## src/ppsm_params.svh

```systemverilog
// Constants for the device power-state controller.
// Assumes inclusion by the package and the top module; one clock domain.
// Operation
// - Uninitialized: clocks run, no Ethernet traffic
// - Full power: all PCI accesses, field 00b
// - Uninitialized plus write 11b enters D3hot
// - Host configuration moves uninitialized to active
// - Main power loss with aux: D3cold, PHY down (from D3hot entered with wake enabled, the code leaves the PHY up)
// - No aux power: main power loss means off
// - Active write 11b: D3hot, PHY down unless wake
// - Bus reset fall returns active/D3hot to uninitialized
// - Active wake events use interrupt or wake request
// - D3hot: PLL off, traffic stopped, PHY down unless wake enabled on entry
// - D3hot: config only, field reads 11b
// - D3hot wake events only via wake request
// - D3hot main power loss with aux: D3cold
// - D3hot write 00b: uninitialized with exit reset
// - D3cold on aux: ignore PCI and reset
// - D3cold on aux: clocks off, wake armed
// - D3cold without aux behaves as off
// - Aux power-on: clear enable, field D3, PHY down
`ifndef PPSM_PARAMS_SVH
`define PPSM_PARAMS_SVH

// ============================================================
// Field encodings and reset values
`define PPSM_FIELD_D0      2'h0
`define PPSM_FIELD_D3      2'h3
`define PPSM_WAKE_EN_RST   1'b0

// ============================================================
// Timing: length of the D3 exit reset pulse
`define PPSM_CLK_PERIOD_NS 20
`define PPSM_D3_EXIT_RESET_NS      100
`define PPSM_D3_EXIT_RESET_CYC     ((`PPSM_D3_EXIT_RESET_NS + `PPSM_CLK_PERIOD_NS - 1) / `PPSM_CLK_PERIOD_NS)

`endif

```

## src/ppsm_pkg.sv

```systemverilog
// Types shared by the power-state controller files.
// Assumes the params header is on the include path.
`include "ppsm_params.svh"
package ppsm_pkg;

    // ============================================================
    // Device power states
    typedef enum logic [2:0] {
        PPSM_OFF,
        PPSM_UNINIT,
        PPSM_ACTIVE,
        PPSM_D3HOT,
        PPSM_D3COLD
    } ppsm_state_t;

    // ============================================================
    // Gating outputs carried together
    typedef struct packed {
        logic pll_clk_en;
        logic eth_en;
        logic pci_cfg_en;
        logic pci_memio_en;
    } ppsm_gate_t;

endpackage

```

## src/ppsm_sync.sv

```systemverilog
// Two-flop synchroniser for asynchronous pin levels.
// Assumes the destination clock runs freely.
`timescale 1ns/1ps
module ppsm_sync #(
    parameter int W = 1
) (
    input  wire logic         clk_in,
    input  wire logic         rst_n_in,
    input  wire logic [W-1:0] d_in,
    output logic      [W-1:0] q_out
);
    logic [W-1:0] meta_q;
    logic [W-1:0] sync_q;

    // Two registers in a row
    always_ff @(posedge clk_in or negedge rst_n_in) begin
        if (!rst_n_in) begin
            meta_q <= '0;
            sync_q <= '0;
        end else begin
            meta_q <= d_in;
            sync_q <= meta_q;
        end
    end

    assign q_out = sync_q;
endmodule

```

## src/ppsm_pulse.sv

```systemverilog
// Counts out a fixed-length pulse after a start strobe.
// Assumes start is a one-cycle strobe on the same clock.
`timescale 1ns/1ps
module ppsm_pulse #(
    parameter int LEN = 1
) (
    input  wire logic clk_in,
    input  wire logic rst_n_in,
    input  wire logic start_in,
    output logic      pulse_out
);
    logic [7:0] cnt_q;
    logic [7:0] cnt_d;

    // Reload on start, otherwise count down to zero and hold
    always_comb begin
        cnt_d = cnt_q;
        if (start_in) begin
            cnt_d = 8'(LEN);
        end else if (cnt_q != 8'h00) begin
            cnt_d = cnt_q - 8'h01;
        end
    end

    always_ff @(posedge clk_in or negedge rst_n_in) begin
        if (!rst_n_in) begin
            cnt_q <= 8'h00;
        end else begin
            cnt_q <= cnt_d;
        end
    end

    assign pulse_out = (cnt_q != 8'h00);
endmodule

```

## src/ppsm_top.sv

```systemverilog
// Device power-state controller: tracks D0 uninit/active, D3hot, D3cold.
// Assumes CLK_SYS_IN is the always-running reference; RST_N_IN is the
// internal power-on reset from aux (or main) power; pins are asynchronous.
`timescale 1ns/1ps
`include "ppsm_params.svh"
module ppsm_top
    import ppsm_pkg::*;
(
    input  wire logic       CLK_SYS_IN,
    input  wire logic       RST_N_IN,
    input  wire logic       BUS_RESET_N_IN,
    input  wire logic       MAIN_POWER_GOOD_IN,
    input  wire logic       AUX_POWER_DETECT_IN,
    input  wire logic       PS_WRITE_IN,
    input  wire logic [1:0] PS_WDATA_IN,
    input  wire logic       WAKE_EN_WRITE_IN,
    input  wire logic       WAKE_EN_WDATA_IN,
    input  wire logic       HOST_CONFIGURED_IN,
    input  wire logic       WAKE_EVENT_IN,
    input  wire logic       WAKE_USE_INT_IN,
    output logic [1:0]      POWER_STATE_FIELD_OUT,
    output logic            WAKE_SIGNAL_ENABLE_OUT,
    output logic [2:0]      STATE_OUT,
    output logic            PLL_CLK_EN_OUT,
    output logic            ETH_EN_OUT,
    output logic            PCI_CFG_EN_OUT,
    output logic            PCI_MEMIO_EN_OUT,
    output logic            PHY_POWER_DOWN_OUT,
    output logic            PHY_RESET_OUT,
    output logic            D3_EXIT_RESET_OUT,
    output logic            WAKE_REQUEST_N_OUT,
    output logic            INTERRUPT_REQUEST_N_OUT
);

    // ============================================================
    // Pin synchronisation
    logic [2:0] pins_s;
    logic       bus_reset_n_s;
    logic       main_power_good_s;
    logic       aux_power_detect_s;

    ppsm_sync #(.W(3)) u_sync (
        .clk_in   (CLK_SYS_IN),
        .rst_n_in (RST_N_IN),
        .d_in     ({BUS_RESET_N_IN, MAIN_POWER_GOOD_IN, AUX_POWER_DETECT_IN}),
        .q_out    (pins_s)
    );

    assign bus_reset_n_s      = pins_s[2];
    assign main_power_good_s  = pins_s[1];
    assign aux_power_detect_s = pins_s[0];

    // ============================================================
    // State registers
    ppsm_state_t state_q;
    ppsm_state_t state_d;
    logic        wake_en_q;
    logic        wake_en_d;
    logic        brst_prev_q;
    logic        pgood_prev_q;
    logic [1:0]  settle_q;
    logic        phy_pd_q;
    logic        phy_pd_d;
    logic        phy_rst_q;
    logic        phy_rst_d;
    logic        d3_exit_reset_start;
    logic        brst_fall;
    logic        pgood_fall;
    logic        ps_to_d3;
    logic        ps_to_d0;
    logic        d3_exit_reset_pulse;
    ppsm_gate_t  gate;

    assign brst_fall  = brst_prev_q && !bus_reset_n_s;
    assign pgood_fall = pgood_prev_q && !main_power_good_s;
    assign ps_to_d3   = PS_WRITE_IN && (PS_WDATA_IN == `PPSM_FIELD_D3);
    assign ps_to_d0   = PS_WRITE_IN && (PS_WDATA_IN == `PPSM_FIELD_D0);

    // Next-state logic for power state and PHY control
    always_comb begin
        state_d     = state_q;
        wake_en_d   = wake_en_q;
        phy_pd_d    = phy_pd_q;
        phy_rst_d   = 1'b0;
        d3_exit_reset_start = 1'b0;
        if (WAKE_EN_WRITE_IN && state_q != PPSM_D3COLD && state_q != PPSM_OFF) begin
            wake_en_d = WAKE_EN_WDATA_IN;
        end
        case (state_q)
            PPSM_OFF: begin
                wake_en_d = `PPSM_WAKE_EN_RST;
                phy_pd_d  = 1'b0;
                if (main_power_good_s) begin
                    state_d   = PPSM_UNINIT;
                    phy_rst_d = 1'b1;
                end
            end
            PPSM_UNINIT, PPSM_ACTIVE: begin
                if (pgood_fall) begin
                    if (aux_power_detect_s) begin
                        state_d   = PPSM_D3COLD;
                        phy_pd_d  = 1'b1;
                        phy_rst_d = 1'b1;
                    end else begin
                        state_d = PPSM_OFF;
                    end
                end else if (state_q == PPSM_ACTIVE && brst_fall) begin
                    state_d = PPSM_UNINIT;
                end else if (ps_to_d3 && bus_reset_n_s && main_power_good_s) begin
                    state_d = PPSM_D3HOT;
                    if (!wake_en_q) begin
                        phy_pd_d  = 1'b1;
                        phy_rst_d = 1'b1;
                    end
                end else if (state_q == PPSM_UNINIT && HOST_CONFIGURED_IN &&
                             main_power_good_s && bus_reset_n_s) begin
                    state_d = PPSM_ACTIVE;
                end
            end
            PPSM_D3HOT: begin
                if (pgood_fall) begin
                    state_d = aux_power_detect_s ? PPSM_D3COLD : PPSM_OFF;
                end else if (brst_fall) begin
                    state_d   = PPSM_UNINIT;
                    phy_pd_d  = 1'b0;
                    phy_rst_d = phy_pd_q;
                end else if (ps_to_d0) begin
                    state_d     = PPSM_UNINIT;
                    d3_exit_reset_start = 1'b1;
                    phy_pd_d    = 1'b0;
                    phy_rst_d   = phy_pd_q;
                end
            end
            PPSM_D3COLD: begin
                // bus reset ignored
                // Pins are not trusted until the synchroniser has filled
                if (!settle_q[1]) begin
                    state_d = PPSM_D3COLD;
                end else if (!aux_power_detect_s && !main_power_good_s) begin
                    state_d = PPSM_OFF;
                end else if (main_power_good_s) begin
                    state_d   = PPSM_UNINIT;
                    phy_pd_d  = 1'b0;
                    phy_rst_d = 1'b1;
                end
            end
            default: begin
                state_d = PPSM_OFF;
            end
        endcase
    end

    always_ff @(posedge CLK_SYS_IN or negedge RST_N_IN) begin
        if (!RST_N_IN) begin
            state_q      <= PPSM_D3COLD;
            wake_en_q    <= `PPSM_WAKE_EN_RST;
            phy_pd_q     <= 1'b1;
            phy_rst_q    <= 1'b0;
            brst_prev_q  <= 1'b0;
            pgood_prev_q <= 1'b0;
            settle_q     <= 2'h0;
        end else begin
            state_q      <= state_d;
            wake_en_q    <= wake_en_d;
            phy_pd_q     <= phy_pd_d;
            phy_rst_q    <= phy_rst_d;
            brst_prev_q  <= bus_reset_n_s;
            pgood_prev_q <= main_power_good_s;
            settle_q     <= {settle_q[0], 1'b1};
        end
    end

    // ============================================================
    // D3 exit reset pulse
    ppsm_pulse #(.LEN(`PPSM_D3_EXIT_RESET_CYC)) u_d3_exit_reset (
        .clk_in    (CLK_SYS_IN),
        .rst_n_in  (RST_N_IN),
        .start_in  (d3_exit_reset_start),
        .pulse_out (d3_exit_reset_pulse)
    );

    // ============================================================
    // Gating decoded from state
    always_comb begin
        gate = '0;
        case (state_q)
            PPSM_UNINIT: begin
                gate.pll_clk_en   = 1'b1;
                gate.pci_cfg_en   = 1'b1;
                gate.pci_memio_en = 1'b1;
            end
            PPSM_ACTIVE: begin
                gate.pll_clk_en   = 1'b1;
                gate.eth_en       = 1'b1;
                gate.pci_cfg_en   = 1'b1;
                gate.pci_memio_en = 1'b1;
            end
            PPSM_D3HOT: begin
                gate.pci_cfg_en = 1'b1;
            end
            default: begin
                gate = '0;
            end
        endcase
    end

    assign PLL_CLK_EN_OUT   = gate.pll_clk_en;
    assign ETH_EN_OUT       = gate.eth_en;
    assign PCI_CFG_EN_OUT   = gate.pci_cfg_en;
    assign PCI_MEMIO_EN_OUT = gate.pci_memio_en;

    assign POWER_STATE_FIELD_OUT = (state_q == PPSM_UNINIT || state_q == PPSM_ACTIVE) ?
                                   `PPSM_FIELD_D0 : `PPSM_FIELD_D3;
    assign WAKE_SIGNAL_ENABLE_OUT = wake_en_q;
    assign STATE_OUT              = state_q;
    assign PHY_POWER_DOWN_OUT     = phy_pd_q;
    assign PHY_RESET_OUT          = phy_rst_q;
    assign D3_EXIT_RESET_OUT      = d3_exit_reset_pulse;

    // ============================================================
    // Wake signalling
    logic wake_req;
    logic int_req;

    always_comb begin
        wake_req = 1'b0;
        int_req  = 1'b0;
        if (WAKE_EVENT_IN && wake_en_q) begin
            case (state_q)
                PPSM_ACTIVE: begin
                    int_req  = WAKE_USE_INT_IN;
                    wake_req = !WAKE_USE_INT_IN;
                end
                PPSM_D3HOT, PPSM_D3COLD: begin
                    wake_req = 1'b1;
                end
                default: begin
                    wake_req = 1'b0;
                end
            endcase
        end
    end

    assign WAKE_REQUEST_N_OUT      = !wake_req;
    assign INTERRUPT_REQUEST_N_OUT = !int_req;

endmodule

```

## config.mk

```make
export PLATFORM = sky130hd
export DESIGN_NAME = ppsm_top
export DESIGN_NICKNAME = d
export VERILOG_FILES = /design/src/ppsm_pkg.sv /design/src/ppsm_sync.sv /design/src/ppsm_pulse.sv /design/src/ppsm_top.sv
export VERILOG_INCLUDE_DIRS = /design/src
export SDC_FILE = /design/constraint.sdc
export NUM_CORES = 1
export LEC_CHECK = 0
export BUFFER_PORTS_ARGS = -buffer_cell sky130_fd_sc_hd__buf_2
export CORE_MARGIN = 5
export CORE_UTILIZATION = 30
export DETAILED_ROUTE_END_ITERATION = 8
export PLACE_DENSITY = 0.54
export REMOVE_ABC_BUFFERS = 1
export SYNTH_ARGS = -nofsm -noshare
export SYNTH_HDL_FRONTEND = slang
export SYNTH_SLANG_ARGS = --single-unit
```

## constraint.sdc

```tcl
create_clock -name CLK_SYS_IN -period 3.73 [get_ports CLK_SYS_IN]
set_input_delay 0 -clock CLK_SYS_IN [delete_from_list [all_inputs] [get_ports CLK_SYS_IN]]
set_output_delay 0 -clock CLK_SYS_IN [all_outputs]
set_load 0.03 [all_outputs]
```

Word level (Yosys, flattened, before mapping)
Cells that the tools add are included.
{ "totals": {"regBits": 24, "latch_bits": 0, "ramBits": 0, "romBits": 0, "in_bits": 13, "output_inout_bits": 15, "mem_count": 0} }
{ "classes": {"n_addsub": 1, "mul": 0, "div": 0, "order_cmp": 0, "eq_ne": 17, "n_shift": 0, "mux": 52, "bitwise_logic": 0, "n_reduce_logical": 33} }
{ "ops": {"columns": ["op", "count"], "rows": [
  ["2-to-1 mux 1 bit", 34],
  ["2-to-1 mux 3 bit", 11],
  ["2-to-1 mux 8 bit", 2],
  ["logical AND 1 bit", 14],
  ["one-hot mux 3 bit (4 select lines)", 1],
  ["AND reduction 10 bit", 1],
  ["inequality test 3 bit (second input constant)", 3],
  ["one-hot mux 1 bit (4 select lines)", 2],
  ["nonzero test 8 bit", 1],
  ["subtractor 8 x 1 -> 8 bit (second input constant)", 1],
  ["equality test 3 x 2 -> 1 bit (second input constant)", 2],
  ["logical NOT 1 bit", 6],
  ["inequality test 2 bit (second input constant)", 3],
  ["inequality test 3 x 2 -> 1 bit (second input constant)", 2],
  ["inequality test 5 x 1 -> 1 bit (second input constant)", 1],
  ["inequality test 4 bit (second input constant)", 1],
  ["nonzero test 2 bit", 2],
  ["nonzero test 4 bit", 1],
  ["OR reduction 2 bit", 2],
  ["equality test 3 x 1 -> 1 bit (second input constant)", 1],
  ["equality test 3 bit (second input constant)", 1],
  ["logical NOT 3 bit", 1],
  ["inequality test 3 x 1 -> 1 bit (second input constant)", 1],
  ["nonzero test 3 bit", 1],
  ["other kinds (8)", 8]
]} }

Logic depth before layout (Yosys ltp)
Gate-level depths: netlist of run 1.
{ "depth": {"word_depth": 9, "depth_mapped": 7, "ltp_nobuf": 7} }

Cells and area by module
From an unflattened synthesis of run 1, not the netlist that was laid out.
{ "unflattened": {"cells_unflattened": 123, "area_unflattened_um2": 1204.9} }
{ "by_module_without_submodules": {"columns": ["module", "instances", "cells_per_inst", "area_per_inst_um2", "seq_area_each_um2"], "rows": [
  ["ppsm_top", 1, 68, 605.6, 252.7],
  ["ppsm_pulse", 1, 49, 449.2, 200.2],
  ["ppsm_sync", 1, 6, 150.1, 150.1]
]} }

Worst setup path before layout of run 1
No wires, ideal clock.
{ "synth_timing": {"path_type": "reg2reg", "startpoint": "register state_q[0] (netlist: STATE_OUT[0])", "endpoint": "register state_q[0] (netlist: STATE_OUT[0])", "setup_time_ns": 0.125, "t_arrival_ns": 2.001, "setup_slack_ns": 1.604, "stages_incl_launch_ff": 8, "path_buffers": 1, "cell_sequence": "dfrtp_1 buf_2 xor2_1 nor2b_4 inv_2 nor3_4 a22o_4 mux2_4"} }
{ "synth_via": {"elab_chain_cells": 6} }
{ "synth_rtl": {"columns": ["element", "line_no", "rtl"], "rows": [
  ["start, declared", "ppsm_top.sv:55", "ppsm_state_t state_q;"],
  ["start signal, assigned", "ppsm_top.sv:163", "state_q <= state_d;"],
  ["equality test 3 x 1 -> 1 bit", "ppsm_top.sv:89, ppsm_top.sv:115", null],
  ["logical AND 1 bit (2 in series)", "ppsm_top.sv:115", "end else if (state_q == PPSM_UNINIT && HOST_CONFIGURED_IN &&"],
  ["logical AND 1 bit", "ppsm_top.sv:116", "main_power_good_s && bus_reset_n_s) begin"],
  ["inequality test 5 x 1 -> 1 bit (no source line)", null, null],
  ["AND reduction 2 bit (no source line)", null, null]
]} }
Several ways; a longest one is shown, not always the timed one.
A chain may end at the register's enable or synchronous reset.

Worst setup path in the final report of run 1
{ "layout_timing": {"startpoint": "register u_d3_exit_reset.cnt_q[0]", "endpoint": "output port D3_EXIT_RESET_OUT"} }
{ "layout_via": {"elab_chain_cells": 1} }
{ "layout_rtl": {"columns": ["element", "line_no", "rtl"], "rows": [
  ["start, declared", "ppsm_pulse.sv:12", "logic [7:0] cnt_q;"],
  ["start signal, assigned", "ppsm_pulse.sv:29", "cnt_q <= cnt_d;"],
  ["nonzero test 8 bit", "ppsm_pulse.sv:33", "assign pulse_out = (cnt_q != 8'h00);"],
  ["end, declared", "ppsm_top.sv:30", "output logic D3_EXIT_RESET_OUT,"]
]} }
Every way passes these cells.

==> results of run 1 <==
[per-layer routing]
layer	wire [um]	GRT usage (%)
met5	0	0
met4	42	4.02
met3	189	3.15
met2	1150	17.3
met1	1110	11.7
[final cells by class]
| class | instances | area, um^2 |
|---|---|---|
| Multi-Input combinational cell | 84 | 563 |
| Tap cell | 50 | 62.6 |
| Sequential cell | 24 | 603 |
| Clock buffer | 4 | 55.1 |
| Fill cell | 417 | 2470 |
| Timing Repair Buffer | 33 | 195 |
| Inverter | 5 | 18.8 |
[registers in the layout (all words and copies together) (netlist names)]
name,count
pgood_prev_q,1
STATE_OUT,3
PHY_RESET_OUT,1
WAKE_SIGNAL_ENABLE_OUT,1
u_d3_exit_reset.cnt_q,8
brst_prev_q,1
u_sync.q_out,3
u_sync.meta_q,3
settle_q,2
PHY_POWER_DOWN_OUT,1
[how the worst min path moves through the flow]
stage | from | end | slack (ps) | cells past startpoint
6_report | WAKE_EN_WRITE_IN | WAKE_SIGNAL_ENABLE_OUT$_DFFE_PN0P_ | 70 | 4
5_1_grt | WAKE_EN_WRITE_IN | WAKE_SIGNAL_ENABLE_OUT$_DFFE_PN0P_ | 90 | 4
4_1_cts | WAKE_EN_WRITE_IN | WAKE_SIGNAL_ENABLE_OUT$_DFFE_PN0P_ | 70 | 4
3_5_place_dp | RST_N_IN | WAKE_SIGNAL_ENABLE_OUT$_DFFE_PN0P_ | 8 | 1
3_3_place_gp | RST_N_IN | STATE_OUT[1]$_DFFE_PN0P_ | 20 | 1
2_1_floorplan | RST_N_IN | PHY_RESET_OUT$_DFF_PN0_ | -300 | 0
[power by group through the flow]
stage | logic [mW] | registers [mW] | clock network [mW]
final | 0.575 | 0.427 | 0.175
after global routing | 0.628 | 0.438 | 0.196
after CTS | 0.581 | 0.425 | 0.184
after detailed placement | 0.577 | 0.430 | 0
after global placement | 0.570 | 0.430 | 0
after floorplan | 0.405 | 0.456 | 0
[layout by cell type, fill, tap and decap left out, types with 2 or more instances in the layout]
| cell type | Yosys | final |
|---|---|---|
| a21oi_1 | 5 | 5 |
| buf_2 | 3 | 27 |
| clkbuf_8 | 0 | 4 |
| dfrtp_1 | 22 | 22 |
| dfstp_2 | 2 | 2 |
| dlygate4sd3_1 | 0 | 6 |
| inv_1 | 3 | 3 |
| inv_2 | 2 | 2 |
| mux2_4 | 2 | 2 |
| mux2i_1 | 2 | 2 |
| nand2_1 | 9 | 9 |
| nand2b_1 | 6 | 6 |
| nand3_1 | 4 | 4 |
| nand4_1 | 2 | 2 |
| nor2_1 | 14 | 14 |
| nor2b_1 | 2 | 2 |
| nor3_1 | 5 | 5 |
| o21ai_0 | 7 | 7 |
| o221ai_1 | 2 | 2 |
| xnor2_1 | 2 | 2 |
[worst max-delay path, stage by stage, from the launching register on]
cell,delay [ps]
dfrtp_1,380
inv_1,110
ha_1,190
or3b_4,410
nor4b_4,370
inv_2,90
buf_2,190
[metrics by stage]
step                      hold WS [ps]  power, mW
after CTS                         65.3       1.19
final                             70.9       1.18
after global placement            15.9       1.00
after floorplan                   -296      0.860
after detailed placement          7.75       1.01
after global routing              92.7       1.26
[cells by family (layout without fill, tap and decap cells)]
logic type | after synthesis | count (layout) | share of synthesized area, %
AOI/OAI and AO/OA | 21 | 21 | 12.3
xor gates and xnor gates | 3 | 3 | 2.15
adders and majority gates | 1 | 1 | 1.03
buffers and inverters | 11 | 42 | 4.41
DFF | 24 | 24 | 49.4
muxes | 5 | 5 | 5.03
other | 1 | 1 | 0.307
and+or+nand+nor | 53 | 53 | 25.3
==> metrics.cfg, run 1 <==
[run_status]
outcome=completed

[floorplanning]
fp-row-count=23
initial_core_util_pct=30.7
core_area_mm2=0.00397
die_w_um=73.8
die_h_um=73.8
dieArea_mm2=0.00544
io_pins=28

[pwr]
p_switching_uw=512
intPower_uw=664
p_sw_share_pct=43.5
p_comb_share_pct=48.9
powerDensity_mw_per_mm2=785
leakagePower_nw=0.667
clockPowerShare_pct=14.8
pwr-share-seq_pct=36.3
vdd_drop_max_mv=0.332

[detailed_routing]
firstDrtPassIters=4
vias=946
ant_nets=0
drcViolationCount=0
drt_wl_total_um=2490
first_iter_violations=45
vias_per_cell=4.73
wl_per_cell_um=12.4

[placement]
place_worst_setup_slack_ps=1830
place_inst=190
io_buffers=27
gp_congestion=0.833
hpwl_um=1890
placed_area_mm2=0.00138

[worst_setup_path]
crit_path_end=D3_EXIT_RESET_OUT
critPathMaxFanout=6
cp-startpoint=u_d3_exit_reset.cnt_q[0]$_DFFE_PN0P_
critPathRequiredTime_ps=3730
r2r_slack_ps=1850
arrival_ps=2000
r2r_cells=7
worstReg2RegEnd=u_d3_exit_reset.cnt_q[3]$_DFFE_PN0P_
crit_type=reg2out
critPathCaptureType=primary output
start_kind=flip-flop
r2r-start=u_d3_exit_reset.cnt_q[0]$_DFFE_PN0P_

[cts]
cts_made_buffers=3
cts_tree=built
post-cts-setup-buffers=0
clk_latency_ps=270
cts_repair_resize_count=0
clk_pin_slew_worst_paths_ps=90
clock-root-buffer=clkbuf_8
clock-sinks=24
htreeDepth=1
clockBufferDepth=2
hold_buffers=6

[cells_and_area]
nNetsFinal=165
instances_no_fill=200
finalCoreUtilization_pct=37.7
layout-drive-gt1-share_pct=30.0
synthToLayoutAreaGrowth_pct=22.8
antenna_cells=0
postLayoutCellArea_mm2=0.00150

[sta]
finalCriticalPeriod_ps=2000
fin_setup_tns_ps=0
finalHoldViolCount=0
worst_pin_slew_ps=561
relSlewSlack_pct=62.5
setup_viol=0
drv_slew=0
fmax_ghz=0.499
period_share_pct=53.7
grt_setup_unrepaired=false
finalClockSkew_ps=8.59
fin_ws_ps=1730

[logic_synthesis]
async_flop_share_pct=100
synth.most_common_cell=dfrtp_1
synth_common_cells=dfrtp_1, nor2_1, nand2_1
synth_area_leader_cell=dfrtp_1
synth_edf_count=0
synth_area_mm2=0.00122
synth_flop_cell=dfrtp_1
syn_avg_cell_area_um2=10.3
syn_inst=119
synthDistinctLibCells=42
yosys_register_bits=24
synth.yosys.warnings=0
synth_top_area_share_pct=45.1
synth.area.top_cells=dfrtp_1, dfstp_2, nor2_1
yosysSeqAreaShare_pct=49.4

[grt]
antenna_found_initial=0
grt_pass1_wl_um=4240
grt_pass1_vias=978
grt_util_all_layers_pct=10.2
grt_overflow=0
grt_max_degree=25

[worst_hold_path]
min_path_type=in2reg

[run]
maxCapViolations=0

Power figures use the tool's default switching activity.
==> run 2: changes to the inputs <==
==> constraint.sdc (replaced) <==
create_clock -name CLK_SYS_IN -period 2 [get_ports CLK_SYS_IN]
set_input_delay 0 -clock CLK_SYS_IN [delete_from_list [all_inputs] [get_ports CLK_SYS_IN]]
set_output_delay 0 -clock CLK_SYS_IN [all_outputs]
set_load 0.03 [all_outputs]
==> run 2 against run 1 <==
  * First-iteration DRC count grew 62%
  * Utilization grew 1.6 points
  * Critical path type is now reg2reg
  * Sequential cell count is the same
  * Highest routed layer unchanged
  * Critical path depth grew 2
  * Global-route usage grew 0.71 points
  * Cell count grew 3.5%
  * Clock-buffer cell count is the same
  * Non-clock buffer count grew 7
  * Largest cell class unchanged
  * Critical endpoint is now u_d3_exit_reset.cnt_q[3]$_DFFE_PN0P_
==> metrics.cfg, run 2 (same netlist as run 1, synthesis figures left out) <==
[cts]
clk_pin_slew_worst_paths_ps=90
cts_made_buffers=3
clockBufferDepth=2
htreeDepth=1
clock-sinks=24
clock-root-buffer=clkbuf_8
cts_tree=built
clk_latency_ps=270

[grt]
grt_pass1_vias=990
grt_util_all_layers_pct=10.9
grt_pass1_wl_um=4570
antenna_found_initial=0
grt_max_degree=25
grt_overflow=0

[cells_and_area]
nNetsFinal=172
largest-register=u_d3_exit_reset.cnt_q
final_cell_mix=buf_2, dfrtp_1, nor2_1
fillerInstances=402
postLayoutCellArea_mm2=0.00156
instances_no_fill=207
largest_reg_flops=8
layout-drive-gt1-share_pct=35.0
antenna_cells=0
final_common_cell=buf_2
synthToLayoutAreaGrowth_pct=28.1

[sta]
drv_slew=0
fmax_ghz=0.537
grt_setup_unrepaired=false
finalClockSkew_ps=6.90
finalCriticalPeriod_ps=1860
fin_setup_tns_ps=0
whs_ps=69.8
finalHoldViolCount=0
worst_pin_slew_ps=528
period_share_pct=93.0
setup_viol=0
relSlewSlack_pct=64.8

[detailed_routing]
drcViolationCount=0
first_iter_violations=73
vias=993
vias_per_cell=4.80
ant_nets=0
firstDrtPassIters=5
wl_per_cell_um=12.9
drt_wl_total_um=2670

[placement]
place_inst=193
gp_congestion=0.797
io_buffers=27
hpwl_um=2000
placed_area_mm2=0.00141

[worst_setup_path]
max_stage_delay_ps=400
cp-startpoint=u_d3_exit_reset.cnt_q[0]$_DFFE_PN0P_
cpLargestDelayFamily=simple AND/OR/NAND/NOR gates
crit_type=reg2reg
crit_slowest_cell=or3b_4
cp_cell_sequence=inv_2 > ha_4 > or3b_4 > nor4b_4 > buf_4 > nor4_1 > xnor2_1 > nor2_1
critPathRequiredTime_ps=2140
start_kind=flip-flop
critPathCaptureType=flip-flop
path_buf_inv=2
arrival_ps=2010
critPathMaxFanout=4
r2r-start=u_d3_exit_reset.cnt_q[0]$_DFFE_PN0P_

[pwr]
intPower_mw=1.29
p_comb_share_pct=51.1
clockPowerShare_pct=14.5
pwr-share-seq_pct=34.4
p_switching_uw=990
vdd_drop_max_mv=0.508
powerDensity_mw_per_mm2=1460
leakagePower_nw=0.702
p_sw_share_pct=43.4

[worst_hold_path]
hp-start=WAKE_EN_WRITE_IN
min_path_type=in2reg

[floorplanning]
initial_core_util_pct=30.7
die_w_um=73.8
dieArea_mm2=0.00544
core_area_mm2=0.00397
io_pins=28
fp-row-count=23
die_h_um=73.8

[run_status]
outcome=completed

[run]
maxCapViolations=0

## run 2: path summary, 6_finish.rpt
| kind | cells after the start | end | slack, ps |
|---|---|---|---|
| min in group asynchronous | 2 | WAKE_SIGNAL_ENABLE_OUT$_DFFE_PN0P_ | 230 |
| hold / removal | 4 | WAKE_SIGNAL_ENABLE_OUT$_DFFE_PN0P_ | 70 |
| hold reg to reg | 0 | u_sync.q_out[2]$_DFF_PN0_ | 350 |
| setup reg to reg | 8 | u_d3_exit_reset.cnt_q[3]$_DFFE_PN0P_ | 140 |
| max in group asynchronous | 2 | STATE_OUT[2]$_DFFE_PN1P_ | 1400 |
| setup / recovery | 8 | u_d3_exit_reset.cnt_q[3]$_DFFE_PN0P_ | 140 |
## run 2: final cells by class
type                       count  area [um^2]  area share (%)
timing repair buffer          40          248            15.9
clock buffer                   4         55.1            3.52
tap                           50         62.6            4.00
inverter                       5         18.8            1.20
multi-input combinational     84          576            36.8
sequential                    24          603            38.6
## run 2: layer usage
metal	share of wire, %	track usage, %
met5	0	0
met4	0.67	3.02
met3	6.3	3.42
met2	51	18.8
met1	42	12.9
## run 2: worst register-to-register path, delay by kind of cell, from the launching register on
family | cells | cell delay, ps
buf+inv | 2 | 260
simple gates | 4 | 810
flops | 1 | 390
xor+xnor | 1 | 150
fa+ha+maj | 1 | 130
## run 2: power groups by stage
stage          clock, mW  sequential [mW]  combinational (mW)
4_1_cts            0.355            0.785                1.12
6_report           0.331            0.786                1.17
3_5_place_dp           0            0.793                1.11
5_1_grt            0.368            0.806                1.27
3_3_place_gp           0            0.787                1.09
2_1_floorplan          0            0.850               0.754
## run 2: metrics by stage
step / worst slack, ps / power [mW] / utilization, %
finish: 139 / 2.28 / 39.4
CTS: 31.1 / 2.26 / 38.7
floorplan: -283 / 1.60 / -
global placement: 174 / 1.88 / 35.4
detailed placement: 111 / 1.91 / 35.4
global route: 12.3 / 2.44 / 39.4
## run 2: timing repair
action | 4_1_cts | 5_1_grt
resized for setup | 0 | 5
hold buffers | 6 | 0
setup endpoints to repair | 1 | 6
pin swaps | 1 | 1
hold endpoints to repair | 26 | 0
buffers inserted | 2 | 2
==> run 3: changes to the inputs <==
--- a/config.mk
+++ b/config.mk
@@ -10,6 +10,7 @@
 export CORE_MARGIN = 5
 export CORE_UTILIZATION = 30
 export DETAILED_ROUTE_END_ITERATION = 8
+export GPL_TIMING_DRIVEN = 0
 export PLACE_DENSITY = 0.54
 export REMOVE_ABC_BUFFERS = 1
 export SYNTH_ARGS = -nofsm -noshare
==> run 3 against run 2 <==
  * Clock power grew 27%
  * Wire length shrank 3.6%
  * Final area shrank 1.0%
  * Highest routed layer unchanged
  * Total power grew 2.6%
  * First-iteration DRC count shrank 16%
  * Sequential share of layout area grew 0.41 points
  * Die area is the same
  * Non-clock buffer count shrank 3
  * Largest power group unchanged
  * Fmax shrank 2.4%
  * Critical path type is now reg2out
  * Global-route usage shrank 0.55 points
==> metrics.cfg, run 3 (same netlist as run 1, synthesis figures left out) <==
[worst_setup_path]
cpLargestDelayFamily=simple AND/OR/NAND/NOR gates
cp-startpoint=u_d3_exit_reset.cnt_q[0]$_DFFE_PN0P_
start_kind=flip-flop
crit_type=reg2out
crit_slowest_cell=or3b_4
cp_cell_sequence=inv_2 > ha_2 > or3b_4 > nor4b_4 > inv_2 > buf_2
cp_common_cell=inv_2
path_buf_inv=3
arrival_ps=1910
critPathCaptureType=primary output
critPathRequiredTime_ps=2000
r2r-start=u_d3_exit_reset.cnt_q[0]$_DFFE_PN0P_
critPathMaxFanout=4
max_stage_delay_ps=410

[sta]
fmax_ghz=0.524
drv_slew=0
fin_setup_tns_ps=0
finalHoldViolCount=0
finalCriticalPeriod_ps=1910
setup_viol=0
relSlewSlack_pct=61.0
finalClockSkew_ps=4.22
period_share_pct=95.3
worst_pin_slew_ps=583

[cts]
cts_tree=built
clk_pin_slew_worst_paths_ps=80
clock-root-buffer=clkbuf_8
cts_made_buffers=3
clockBufferDepth=2
clk_latency_ps=270
clock-sinks=24
htreeDepth=1

[run]
maxCapViolations=0

[floorplanning]
die_h_um=73.8
dieArea_mm2=0.00544
io_pins=28
core_area_mm2=0.00397
initial_core_util_pct=30.7
die_w_um=73.8
fp-row-count=23

[placement]
placed_area_mm2=0.00138
hpwl_um=1890
gp_congestion=0.804
io_buffers=27

[cells_and_area]
finalCoreUtilization_pct=38.9
postLayoutCellArea_mm2=0.00155
final_common_cell=buf_2
final_cell_mix=buf_2, dfrtp_1, nor2_1
largest_reg_flops=8
layout-drive-gt1-share_pct=33.8
nNetsFinal=169
largest-register=u_d3_exit_reset.cnt_q
antenna_cells=0
synthToLayoutAreaGrowth_pct=26.8

[pwr]
powerDensity_mw_per_mm2=1510
vdd_drop_max_mv=0.705
leakagePower_nw=0.692

[detailed_routing]
wl_per_cell_um=12.6
vias=1013
first_iter_violations=61
drt_wl_total_um=2580
ant_nets=0
firstDrtPassIters=5
drcViolationCount=0
vias_per_cell=4.97

[grt]
antenna_found_initial=0
grt_use_met2_pct=18.0
top_usage_layer=met2
grt_pass1_wl_um=4310
grt_util_all_layers_pct=10.3
grt_use_met3_pct=3.97
use_met1_pct=11.0
grt_max_degree=25
grt_pass1_vias=998
grt_overflow=0

[run_status]
outcome=completed

[worst_hold_path]
hp-start=WAKE_EN_WRITE_IN
min_path_type=in2reg

-- run 3: changes by cell type in the layout (fill, tap and decap cells not counted), sizes merged --
| cell | previous run | this run |
|---|---|---|
| buf | 34 | 31 |
| clkbuf | 4 | 3 |
| bufinv | 0 | 1 |
-- run 3: worst paths after layout --
check,to,slack [ps],cells after the start
setup / recovery,D3_EXIT_RESET_OUT,90,6
hold / removal,WAKE_SIGNAL_ENABLE_OUT$_DFFE_PN0P_,70,4
setup reg to reg,u_d3_exit_reset.cnt_q[5]$_DFFE_PN0P_,110,8
hold reg to reg,u_sync.q_out[2]$_DFF_PN0_,350,0
max in group asynchronous,PHY_POWER_DOWN_OUT$_DFFE_PN1P_,1390,2
min in group asynchronous,STATE_OUT[0]$_DFFE_PN0P_,230,2
-- run 3: final cells by class --
| cell class | instances | area (um^2) |
|---|---|---|
| fillers | 402 | 2420 |
| flip-flops and latches | 24 | 603 |
| multi-input cells | 84 | 566 |
| repair buffers | 37 | 225 |
| well taps | 50 | 62.6 |
| clock buffers | 3 | 41.3 |
| clock inverters | 1 | 30.0 |
| inverters | 5 | 18.8 |
-- run 3: through the flow --
step / power (mW) / hold WS (ps) / std cells / setup slack [ps]
3_3_place_gp: 1.86 / 17.4 / 190 / 111
5_1_grt: 2.50 / 82.0 / 204 / -13.1
6_report: 2.34 / 67.3 / 204 / 93.0
3_5_place_dp: 1.88 / 13.9 / 190 / 84.4
2_1_floorplan: 1.60 / -296 / 113 / -283
4_1_cts: 2.32 / 59.4 / 201 / 8.96
-- run 3: worst reg2reg max path, delay by kind of cell (launching register included) --
kind,cells,cell delay (ps)
and+or+nand+nor,4,810
buffers and inverters,2,270
DFF,1,400
adders and majority gates,1,180
muxes,1,120
-- run 3: repair_timing --
action	CTS	global route
endpoints found under the setup margin	1	6
hold buffers	6	0
gates resized for setup	0	3
endpoints found under the hold margin	26	0
pin swaps	1	1
gates cloned	0	0
setup buffers	1	3
-- run 3: routing by layer --
metal / up-vias / share of wire (%)
li1: 483 / -
met1: 489 / 40
met2: 35 / 49
met3: 6 / 9.1
met4: 0 / 2.2
met5: - / 0
-- run 3: report_power, final --
| part | internal, mW | switching, mW | leakage, nW |
|---|---|---|---|
| Clock | 0.268 | 0.155 | 0.0357 |
| Combinational | 0.468 | 0.651 | 0.374 |
| Sequential | 0.626 | 0.173 | 0.282 |
